[config.mk]
export PLATFORM = sky130hd
export DESIGN_NAME = pmf_top
export DESIGN_NICKNAME = d
export VERILOG_FILES = /design/src/rtl/pmf_pkg.sv /design/src/rtl/pmf_top.sv
export VERILOG_INCLUDE_DIRS = /design/src /design/src/rtl
export SDC_FILE = /design/constraint.sdc
export NUM_CORES = 1
export LEC_CHECK = 0
export ABC_CLOCK_PERIOD_IN_PS = 2500
export BUFFER_PORTS_ARGS = -buffer_cell sky130_fd_sc_hd__buf_2
export CORE_MARGIN = 1
export CORE_UTILIZATION = 34
export CTS_BUF_LIST = sky130_fd_sc_hd__clkbuf_4 sky130_fd_sc_hd__clkbuf_8
export CTS_CLUSTER_DIAMETER = 80
export DETAILED_ROUTE_END_ITERATION = 7
export SYNTH_ARGS = -nofsm -noshare
export SYNTH_HDL_FRONTEND = slang
export SYNTH_SLANG_ARGS = --single-unit
[constraint.sdc]
create_clock -name hclk -period 2.5 [get_ports hclk]
set_clock_uncertainty 0.05 [all_clocks]
set_input_delay 0.375 -clock hclk [delete_from_list [all_inputs] [get_ports hclk]]
set_output_delay 0.375 -clock hclk [all_outputs]
set_load 0.05 [all_outputs]
[src/rtl/pmf_consts.svh]
// Purpose: offsets, field positions, reset values of the ptp message filter
// Assumes: byte addresses on a 32-bit ahb-lite bus, one word per register
// Notes: included by the filter top and its package users
// Behaviour
// - delay response paired with delay request, forwarded
// - peer delay responses paired with peer request
// - drop sync, follow-up, delay request without master
// - domain check forwards match, drops mismatch
// - checksum enable regenerates, disabled writes zero
// - zero ipv4 checksum kept, ipv6 updated whenever modified
// - four-bit version resets two, captures on match
// - version mismatch packets dropped
// - eight-bit domain resets zero, gates capture
// - window accesses go to selected units
// - one-bit stamp unit selector at bit eight
// - two-bit fire unit selector, three reserved
// - filtering active only with ptp mode enabled
`ifndef PMF_CONSTS_SVH
`define PMF_CONSTS_SVH
`define PMF_OFF_MODE 16'h0510
`define PMF_OFF_CFG2 16'h0514
`define PMF_OFF_DOMVER 16'h0518
`define PMF_OFF_UNIT 16'h0520
`define PMF_WIN_LO 16'h052c
`define PMF_WIN_HI 16'h05b3
`define PMF_CFG2_DLY 8
`define PMF_CFG2_PDLY 7
`define PMF_CFG2_AUTO 5
`define PMF_CFG2_DOM 4
`define PMF_CFG2_CKS 2
`define PMF_CFG2_RST 9'h004
`define PMF_VER_RST 4'h2
`define PMF_DOM_RST 8'h00
`define PMF_STAMP_BIT 8
`define PMF_FIRE_RSVD 2'h3
`endif

[src/rtl/pmf_pkg.sv]
// Purpose: types shared by the ptp message filter
// Assumes: message type codes as carried in the ptp header
// Notes: none
package pmf_pkg;
  typedef enum logic [3:0] {
    PMF_SYNC = 4'h0,
    PMF_DREQ = 4'h1,
    PMF_PREQ = 4'h2,
    PMF_PRESP = 4'h3,
    PMF_FUP = 4'h8,
    PMF_DRESP = 4'h9,
    PMF_PRFUP = 4'ha
  } pmf_msg_e;
  typedef enum logic [1:0] {
    PMF_ST_IDLE = 2'b01,
    PMF_ST_WAIT = 2'b10
  } pmf_bus_e;
  typedef struct packed {
    logic [7:0] dom;
    logic [15:0] seq;
    logic [79:0] src;
  } pmf_id_s;
endpackage

[src/rtl/pmf_top.sv]
// Purpose: ptp message filter configuration registers and filter decisions
// Assumes: message fields arrive on hclk from the frame parser, one per pulse
// Notes: window reads add one wait state; register reads are zero wait
//
// Decided for this implementation: the AHB-Lite interface to the registers.
`timescale 1ns/100ps
`include "pmf_consts.svh"
module pmf_top (
  input wire logic hclk,
  input wire logic hresetn,
  input wire logic hsel,
  input wire logic [15:0] haddr,
  input wire logic [1:0] htrans,
  input wire logic hwrite,
  input wire logic [2:0] hsize,
  input wire logic [31:0] hwdata,
  input wire logic hready,
  output logic hreadyout,
  output logic [31:0] hrdata,
  output logic hresp,
  output logic stamp_unit_selector,
  output logic [1:0] fire_unit_selector,
  output logic ptp_clk_en,
  output logic win_rd,
  output logic win_wr,
  output logic [15:0] win_addr,
  output logic [31:0] win_wdata,
  input wire logic [31:0] win_rdata,
  input wire logic msg_valid,
  input wire pmf_pkg::pmf_msg_e msg_type,
  input wire logic [3:0] msg_version,
  input wire pmf_pkg::pmf_id_s msg_id,
  input wire logic bmc_known,
  input wire logic msg_ipv6,
  input wire logic msg_modified,
  input wire logic [15:0] cksum_in,
  input wire logic [15:0] cksum_calc,
  output logic res_valid,
  output logic fwd_host,
  output logic drop,
  output logic capture,
  output logic [15:0] cksum_out
);
  import pmf_pkg::*;

  logic mode_q;
  logic [8:0] cfg2_q;
  logic [3:0] ver_q;
  logic [7:0] configured_time_domain;
  logic stamp_q;
  logic [1:0] fire_q;
  pmf_bus_e st_q;
  logic dph_wr_q;
  logic [15:0] dph_addr_q;
  logic [31:0] hrdata_q;
  logic win_rd_q;
  logic [15:0] win_addr_q;
  logic aph;
  logic aph_win;
  logic [31:0] rd_val;
  logic wr_mode;
  logic wr_cfg2;
  logic wr_domver;
  logic wr_unit;
  pmf_id_s dly_q;
  pmf_id_s pdly_q;
  logic dly_v_q;
  logic pdly_v_q;

  function automatic logic in_win(input logic [15:0] a);
    in_win = (a >= `PMF_WIN_LO) && (a <= `PMF_WIN_HI);
  endfunction

  function automatic logic id_eq(input pmf_id_s a, input pmf_id_s b);
    id_eq = (a.dom == b.dom) && (a.seq == b.seq) && (a.src == b.src);
  endfunction

  // bus address phase
  assign aph = hsel && htrans[1] && hready;
  assign aph_win = aph && in_win(haddr);

  always_comb
  begin
    rd_val = 32'h0000_0000;
    if (haddr == `PMF_OFF_MODE)
      rd_val = {29'h0000_0000, pdly_v_q, dly_v_q, mode_q};
    else if (haddr == `PMF_OFF_CFG2)
      rd_val = {23'h00_0000, cfg2_q};
    else if (haddr == `PMF_OFF_DOMVER)
      rd_val = {20'h0_0000, ver_q, configured_time_domain};
    else if (haddr == `PMF_OFF_UNIT)
      rd_val = {23'h00_0000, stamp_q, 6'h00, fire_q};
  end

  always_ff @(posedge hclk or negedge hresetn)
  begin
    if (!hresetn)
    begin
      dph_wr_q <= 1'b0;
      dph_addr_q <= 16'h0000;
    end
    else if (hready)
    begin
      dph_wr_q <= aph && hwrite;
      dph_addr_q <= haddr;
    end
  end

  // window reads wait one cycle so the selected unit can answer
  always_ff @(posedge hclk or negedge hresetn)
  begin
    if (!hresetn)
    begin
      st_q <= PMF_ST_IDLE;
      win_rd_q <= 1'b0;
      win_addr_q <= 16'h0000;
      hrdata_q <= 32'h0000_0000;
    end
    else
    begin
      case (st_q)
        PMF_ST_IDLE:
        begin
          win_rd_q <= aph_win && !hwrite;
          win_addr_q <= haddr;
          if (aph_win && !hwrite)
            st_q <= PMF_ST_WAIT;
          else if (aph && !hwrite)
            hrdata_q <= rd_val;
        end
        PMF_ST_WAIT:
        begin
          win_rd_q <= 1'b0;
          hrdata_q <= win_rdata;
          st_q <= PMF_ST_IDLE;
        end
        default:
          st_q <= PMF_ST_IDLE;
      endcase
    end
  end

  assign hreadyout = (st_q == PMF_ST_IDLE);
  assign hrdata = hrdata_q;
  assign hresp = 1'b0;
  assign win_rd = win_rd_q;
  assign win_wr = dph_wr_q && in_win(dph_addr_q);
  assign win_addr = win_wr ? dph_addr_q : win_addr_q;
  assign win_wdata = hwdata;
  assign wr_mode = dph_wr_q && (dph_addr_q == `PMF_OFF_MODE);
  assign wr_cfg2 = dph_wr_q && (dph_addr_q == `PMF_OFF_CFG2);
  assign wr_domver = dph_wr_q && (dph_addr_q == `PMF_OFF_DOMVER);
  assign wr_unit = dph_wr_q && (dph_addr_q == `PMF_OFF_UNIT);
  always_ff @(posedge hclk or negedge hresetn)
  begin
    if (!hresetn)
    begin
      mode_q <= 1'b0;
      cfg2_q <= `PMF_CFG2_RST;
    end
    else
    begin
      if (wr_mode)
        mode_q <= hwdata[0];
      if (wr_cfg2)
        cfg2_q <= hwdata[8:0];
    end
  end

  always_ff @(posedge hclk or negedge hresetn)
  begin
    if (!hresetn)
    begin
      ver_q <= `PMF_VER_RST;
      configured_time_domain <= `PMF_DOM_RST;
    end
    else if (wr_domver)
    begin
      ver_q <= hwdata[11:8];
      configured_time_domain <= hwdata[7:0];
    end
  end

  // reserved fire code is refused so the selector never points nowhere
  always_ff @(posedge hclk or negedge hresetn)
  begin
    if (!hresetn)
    begin
      stamp_q <= 1'b0;
      fire_q <= 2'h0;
    end
    else if (wr_unit)
    begin
      stamp_q <= hwdata[`PMF_STAMP_BIT];
      if (hwdata[1:0] != `PMF_FIRE_RSVD)
        fire_q <= hwdata[1:0];
    end
  end

  assign stamp_unit_selector = stamp_q;
  assign fire_unit_selector = fire_q;
  assign ptp_clk_en = mode_q;
  // filter decision
  logic ver_ok;
  logic dom_ok;
  logic auto_hit;
  logic dly_resp;
  logic pd_resp;
  logic dly_hit;
  logic pd_hit;
  logic drop_d;
  logic fwd_d;
  logic [15:0] cks_d;
  logic res_valid_q;
  logic fwd_q;
  logic drop_q;
  logic cap_q;
  logic [15:0] cks_q;

  assign ver_ok = (msg_version == ver_q);
  assign dom_ok = !cfg2_q[`PMF_CFG2_DOM] || (msg_id.dom == configured_time_domain);
  assign auto_hit = cfg2_q[`PMF_CFG2_AUTO] && !bmc_known &&
    (msg_type == PMF_SYNC || msg_type == PMF_FUP || msg_type == PMF_DREQ);
  assign dly_resp = cfg2_q[`PMF_CFG2_DLY] && (msg_type == PMF_DRESP);
  assign pd_resp = cfg2_q[`PMF_CFG2_PDLY] && (msg_type == PMF_PRESP || msg_type == PMF_PRFUP);
  assign dly_hit = dly_v_q && id_eq(dly_q, msg_id);
  assign pd_hit = pdly_v_q && id_eq(pdly_q, msg_id);
  assign drop_d = mode_q && (!ver_ok || !dom_ok || auto_hit ||
    (dly_resp && !dly_hit) || (pd_resp && !pd_hit));
  assign fwd_d = mode_q && !drop_d && (cfg2_q[`PMF_CFG2_DOM] || dly_resp || pd_resp);

  // a zero ipv4 checksum means the sender opted out, so keep it
  always_comb
  begin
    cks_d = cksum_in;
    if (mode_q && msg_modified)
    begin
      if (msg_ipv6)
        cks_d = cksum_calc;
      else if (cksum_in == 16'h0000)
        cks_d = 16'h0000;
      else if (cfg2_q[`PMF_CFG2_CKS])
        cks_d = cksum_calc;
      else
        cks_d = 16'h0000;
    end
  end

  always_ff @(posedge hclk or negedge hresetn)
  begin
    if (!hresetn)
    begin
      res_valid_q <= 1'b0;
      fwd_q <= 1'b0;
      drop_q <= 1'b0;
      cap_q <= 1'b0;
      cks_q <= 16'h0000;
    end
    else
    begin
      res_valid_q <= msg_valid;
      if (msg_valid)
      begin
        fwd_q <= fwd_d;
        drop_q <= drop_d;
        cap_q <= mode_q && ver_ok && dom_ok && !drop_d;
        cks_q <= cks_d;
      end
    end
  end

  assign res_valid = res_valid_q;
  assign fwd_host = fwd_q;
  assign drop = drop_q;
  assign capture = cap_q;
  assign cksum_out = cks_q;
  // a newer request supersedes the held one
  always_ff @(posedge hclk or negedge hresetn)
  begin
    if (!hresetn)
    begin
      dly_v_q <= 1'b0;
      pdly_v_q <= 1'b0;
      dly_q <= '0;
      pdly_q <= '0;
    end
    else if (msg_valid && mode_q && !drop_d)
    begin
      if (msg_type == PMF_DREQ)
      begin
        dly_v_q <= 1'b1;
        dly_q <= msg_id;
      end
      else if (dly_resp && dly_hit)
        dly_v_q <= 1'b0;
      if (msg_type == PMF_PREQ)
      begin
        pdly_v_q <= 1'b1;
        pdly_q <= msg_id;
      end
      else if (cfg2_q[`PMF_CFG2_PDLY] && msg_type == PMF_PRFUP && pd_hit)
        pdly_v_q <= 1'b0;
    end
  end

  chk_delay_pair: assert property (@(posedge hclk) disable iff (!hresetn)
    msg_valid && mode_q && dly_resp && dly_hit && ver_ok && dom_ok && !auto_hit
    |=> fwd_host && !drop)
    else $error("matched delay response not forwarded");
  chk_pdelay_miss: assert property (@(posedge hclk) disable iff (!hresetn)
    msg_valid && mode_q && pd_resp && !pd_hit |=> drop && !fwd_host)
    else $error("unmatched peer delay response kept");
  chk_auto_drop: assert property (@(posedge hclk) disable iff (!hresetn)
    msg_valid && mode_q && auto_hit |=> res_valid && drop && !capture)
    else $error("message kept before master known");
  chk_domain_drop: assert property (@(posedge hclk) disable iff (!hresetn)
    msg_valid && mode_q && cfg2_q[`PMF_CFG2_DOM] && msg_id.dom != configured_time_domain
    |=> drop && !fwd_host)
    else $error("foreign domain not dropped");
  chk_cksum_off: assert property (@(posedge hclk) disable iff (!hresetn)
    msg_valid && mode_q && msg_modified && !msg_ipv6 && !cfg2_q[`PMF_CFG2_CKS]
    |=> cksum_out == 16'h0000)
    else $error("checksum not zeroed when disabled");
  chk_cksum_v6: assert property (@(posedge hclk) disable iff (!hresetn)
    msg_valid && mode_q && msg_modified && msg_ipv6 |=> cksum_out == $past(cksum_calc))
    else $error("ipv6 checksum not updated");
  chk_version_drop: assert property (@(posedge hclk) disable iff (!hresetn)
    msg_valid && mode_q && msg_version != ver_q |=> drop && !capture)
    else $error("wrong version not dropped");
  chk_mode_off: assert property (@(posedge hclk) disable iff (!hresetn)
    msg_valid && !mode_q |=> !drop && !fwd_host && !capture)
    else $error("filter acted with ptp mode off");
  chk_fire_rsvd: assert property (@(posedge hclk) disable iff (!hresetn)
    wr_unit && hwdata[1:0] == `PMF_FIRE_RSVD |=> $stable(fire_unit_selector))
    else $error("reserved fire selector stored");
  chk_win_read: assert property (@(posedge hclk) disable iff (!hresetn)
    win_rd |-> !hreadyout ##1 hreadyout && hrdata == $past(win_rdata))
    else $error("window read data lost");
endmodule

Yosys cells after proc, flatten, opt, wreduce, memory -nomap -nowiden
Index checks and enable logic that the tools add are counted.
Word-level totals
  output and inout port bits: 108
  memories kept: 0
  input port bits: 238
  bits in registers: 323
  latch bits: 0
  logic and storage cells: 142
  ROM bits: 0
  bits in writable memories: 0
Cells by class
  div/mod/pow operators: 0
  bitwise gates (word level): 0
  $add $sub $neg: 0
  multiply operators: 0
  magnitude comparators: 4
  muxes and demuxes: 19
  shift operators: 0
  reduce and logical (&&, ||, !) cells: 66
  equality and inequality tests: 28
Operators with widths (number)
  80-bit == test: 2
  16-bit by 11-bit == test with 1-bit output, second input constant: 8
  16-bit 2-to-1 mux: 5
  32-bit 2-to-1 mux: 2
  32-bit case mux with 2 select lines: 1
  1-bit logical AND: 37
  12-bit 2-to-1 mux: 3
  16-bit == test: 2
  16-bit by 11-bit greater-or-equal comparator with 1-bit output, second input constant: 2
  16-bit by 11-bit <= comparator with 1-bit output, second input constant: 2
  8-bit == test: 3
  16-bit logical NOT: 1
  4-bit == test, second input constant: 3
  1-bit logical OR: 10
  2-bit AND reduction: 5
  9-bit 2-to-1 mux: 1
  4-bit by 2-bit == test with 1-bit output, second input constant: 2
  1-bit logical NOT: 8
  2-bit nonzero test: 3
  4-bit by 1-bit == test with 1-bit output, second input constant: 1
  4-bit == test: 1
  4-bit logical NOT: 1
  1-bit 2-to-1 mux: 4
  2-bit 2-to-1 mux: 2
  6 further kinds: 8

Longest topological paths before layout
  depth in word-level cells: 12
  mapped depth: 10
  depth with buffers taken out: 7

Least setup slack after synthesis
OpenSTA, ideal clock, no wires.
  path type: register to register
  from: register ver_q[1]
  to: register pdly_q[84] in the netlist's numbering
  library setup time: 0.127 ns
  arrival: 2.155 ns
  slack: 0.168 ns
  clock period less this slack: 2.332 ns
  cell stages (with the launch flop): 9
  path buffers: 2
  required time: 2.323 ns
  cell sequence: dfstp_2 -> xor2_1 -> nor3_1 -> and4_1 -> nand3_2 -> nor4_4 -> buf_2 -> buf_4 -> mux2_1
Between the ends
  cells in the longest elaborated chain, start to end: 10
RTL lines
  start: declaration: line pmf_top.sv:48  | logic [3:0] ver_q;
  start signal: assignment: line pmf_top.sv:174  | ver_q <= `PMF_VER_RST;
  start signal: assignment: line pmf_top.sv:179  | ver_q <= hwdata[11:8];
  4-bit == test: line pmf_top.sv:220  | assign ver_ok = (msg_version == ver_q);
  1-bit logical NOT: line pmf_top.sv:228  | assign drop_d = mode_q && (!ver_ok || !dom_ok || auto_hit ||
  1-bit logical OR (3 in a row): line pmf_top.sv:228
  1-bit logical OR: line pmf_top.sv:229  | (dly_resp && !dly_hit) || (pd_resp && !pd_hit));
  1-bit logical AND: line pmf_top.sv:228
  1-bit logical NOT: line pmf_top.sv:287  | else if (msg_valid && mode_q && !drop_d)
  1-bit logical AND: line pmf_top.sv:287
  2-bit AND reduction (no source line)
  end signal: assignment: line pmf_top.sv:299  | pdly_q <= msg_id;
  end: declaration: line pmf_top.sv:66  | pmf_id_s pdly_q;
No other way between the ends.
A chain may end at the register's enable or synchronous reset.

Worst setup path in the final report
  from: register dph_addr_q[9]
  to: output win_addr[3]
Between the ends
  cells in the longest elaborated chain, start to end: 4
  elaborated cells on any way between the ends: 5
  classes of those cells: 2 x order compare; 1 x mux; 2 x reduce/logical
RTL lines
  start: declaration: line pmf_top.sv:54  | logic [15:0] dph_addr_q;
  start signal: assignment: line pmf_top.sv:105  | dph_addr_q <= haddr;
  16-bit by 11-bit greater-or-equal comparator with 1-bit output (no source line) / 16-bit by 11-bit <= comparator with 1-bit output (equally long branches)
  1-bit logical AND *: line pmf_top.sv:71  | in_win = (a >= `PMF_WIN_LO) && (a <= `PMF_WIN_HI);
  1-bit logical AND *: line pmf_top.sv:147  | assign win_wr = dph_wr_q && in_win(dph_addr_q);
  16-bit 2-to-1 mux *: line pmf_top.sv:148  | assign win_addr = win_wr ? dph_addr_q : win_addr_q;
  end: declaration: line pmf_top.sv:26  | output logic [15:0] win_addr,
Mark *: on every way between the ends. The rest lies on a longest branch, timed or not.

==> metrics.yaml <==
clock_sinks: 323
routed_wl_mm: 50.6
rows: 78
clk-insertion-delay-late_ns: 0.64
preCtsSetupSlack_ns: -0.687
coreArea_um2: 45600
grt_antenna_before_repair: 2
cts.clk_slew.worst_paths_ns: 0.06
drive_gt1_share_pct: 41.4
finalWorstSetupSlack_ns: -0.296
cpLargestDelayFamily: "simple AND/OR/NAND/NOR gates"
timing.hold.ws_ns: 0.0449
tightest_slew_ns: 0.682
grtUsageTotal_pct: 20.5
ant_nets: 0
powerDensity_nw_per_um2: 545
initial_utilization_pct: 34.6
path_buf_inv: 2
area_growth_pct: 42.9
finalNetCount: 2140
utilization_pct: 49.5
io_buffers: 300
syn_nets: 1595
status: "complete, but fails checks"
grt_overflow: 0
root_buffer: "clkbuf_8"
drv_slew: 0
synth-seq-cells: 323
clockBufferDepth: 3
fmax_mhz: 358
cts_buffers: 57
setup_viol: 25
cp-start-kind: "flip-flop"
dp_cells: 2249
finalCriticalPeriod_ns: 2.80
drcViolationCount: 0
die_area_um2: 47300
cts_tree: "done"
rsz0062_at_grt: "true"
avgSynthCellArea_um2: 11.6
yosysUniqueCellTypes: 59
gp_congestion: 0.871
wire_per_inst_um: 19.9
ys_warn_count: 0
worstSetupPathType: "flip-flop to output port"
grt_pass1_wl_mm: 73.7
crit_path_frequent_cell: "buf_6"
htree_num_levels: 2
hold_class: "input port to flip-flop"
drt_pass1_iterations: 5
cpMaxStageDelayCell: "dfrtp_1"
crit_path_end_kind: "output port"
p_leak_uw: 0.0105
worstPathMaxFanout: 8
failed_checks: "setup timing"
dieHeight_um: 217
syn_area_um2: 15800
synth_flop_cell: "dfrtp_1"
die_x_um: 217
final_cells: 2547
place_hpwl_mm: 35.6
drt_iter0_markers: 679
cp.arrival_ns: 2.37
ys_seq_area_share_pct: 51.2
grt_pass1_vias: 12900
vias_per_cell: 4.95
max_slew_margin_pct: 54.6
async_flop_share_pct: 100
grt_max_degree: 65
max_cap_viol_count: 0
ir_drop_uv: 447
synth_edf_count: 0
vias: 12600
ios: 346
hold_viol: 0
path_cells: "nor4b_2 -> nand4_1 -> a221o_1 -> buf_6 -> nand2_1 -> nand2_2 -> buf_6"
post-route-period-util_pct: 112
syn_inst: 1355
worstPathRequired_ns: 2.08
critPathMaxStageDelay_ns: 0.38
## worst reg2reg max path, delay by kind of cell, from the launching register on
| family | cells | cell delay [ns] |
|---|---|---|
| DFF | 1 | 0.38 |
| and+or+nand+nor | 5 | 1.08 |
| muxes | 1 | 0.35 |
| buffers and inverters | 3 | 0.54 |
## cells by family after synthesis
logic type	Yosys count	share of synthesized area (%)
AND/OR/NAND/NOR	319	10.8
other	1	0.0238
buffers and inverters	132	4.28
XOR/XNOR	153	8.49
flip-flops	323	51.2
multiplexers	247	17.6
AO/OA/AOI/OAI	178	7.43
adder cells (fa/ha/maj)	2	0.159
## flip-flops by register name (all words and copies together) (netlist names), 2 cells and up
| name | cells |
|---|---|
| hrdata | 32 |
| ver_q | 4 |
| cfg2_q | 9 |
| st_q | 2 |
| fire_unit_selector | 2 |
| cksum_out | 16 |
| dph_addr_q | 16 |
| win_addr_q | 16 |
| pdly_q | 104 |
| configured_time_domain | 8 |
| dly_q | 104 |
## cells in the mapped netlist (all sizes together) (2+ instances only)
cell type  count  share of area [%]
a21o           4               0.19
nor4          31                1.4
a22o           8               0.44
and2           7               0.28
nand3          5               0.19
a2111oi        4               0.22
nor2b         23               0.91
xnor2        127                7.0
mux2         244                 17
nand2        104                2.5
a2111o         5               0.36
nand4         40                1.6
dfrtp        320                 51
a21oi         33                1.0
xor2          26                1.4
o211ai         2              0.095
a22oi         26                1.2
dfstp          3               0.50
mux2i          3               0.19
nor2          34               0.81
o2111ai       13               0.72
inv           44                1.0
buf           60                2.6
nand3b         2              0.095
ha             2               0.16
o21ai         55                1.7
nand2b        49                1.9
o22ai         13               0.52
clkbuf        27               0.64
nor3b          3               0.17
nor4b          4               0.22
o221ai         3               0.17
nand4b         2               0.11
nor3          10               0.32
a2bb2oi        3               0.17
## through the flow
| step | TNS (ns) | total power [uW] | area (um2) |
|---|---|---|---|
| 6_report | -4.44 | 12300 | 22600 |
| 3_3_place_gp | -4.76 | 6560 | 18400 |
| 2_1_floorplan | 0 | 6020 | 15800 |
| 4_1_cts | -4.71 | 12400 | 21700 |
| 5_1_grt | -11.43 | 12800 | 22600 |
| 3_5_place_dp | -6.05 | 6570 | 18400 |
## path summary, 6_finish.rpt
kind,from,end,slack [ns],depth (start not counted)
worst max-delay path,dph_addr_q[9],win_addr[3],-0.30,7
worst min-delay path,msg_id[94],pdly_q[94],0.04,2
worst max register to register,dph_addr_q[9],ver_q[3],-0.01,9
worst min register to register,hrdata[9],hrdata[9],0.43,2
max in group asynchronous,hresetn,st_q[0],1.34,3
min in group asynchronous,hresetn,hrdata[3],0.19,2
## layout by cell type (no fill, tap or decap), drive strengths merged, types with 33 or more instances in the layout
cell	instances
a21oi	33
clkbuf	103
nand2b	49
dlygate4sd3	170
buf	392
inv	44
dfrtp	320
o21ai	55
nor2	34
nand2	104
mux2	244
nand4	40
xnor2	127
## final cells by class
class / instances / area [um2]
antenna: 2 / 5.00
clock buffer: 93 / 1140
clock inverter: 11 / 158
fill: 4035 / 23000
inverter: 45 / 170
multi-input combinational: 900 / 7650
sequential: 323 / 8090
tap: 600 / 751
timing repair buffer: 573 / 4590
## what timing repair did
action,in CTS,in global routing
setup buffers,0,13
gates cloned,1,11
hold buffers,171,0
setup endpoints to repair,57,227
hold endpoints to repair,305,0
pin swaps,12,12
resized for setup,65,142
## metal layers
| layer | share of wire [%] | wire, um | track usage (%) |
|---|---|---|---|
| met1 | 42 | 21200 | 25.1 |
| met2 | 49 | 24600 | 35.2 |
| met3 | 6.2 | 3150 | 4.14 |
| met4 | 3.3 | 1680 | 8.03 |
| met5 | 0 | 0 | 0 |
## power breakdown
group	internal, uW	switching (uW)
Sequential	5300	50.8
Clock	3280	2260
Combinational	605	793
No activity file was read; power rests on OpenSTA's default activity.
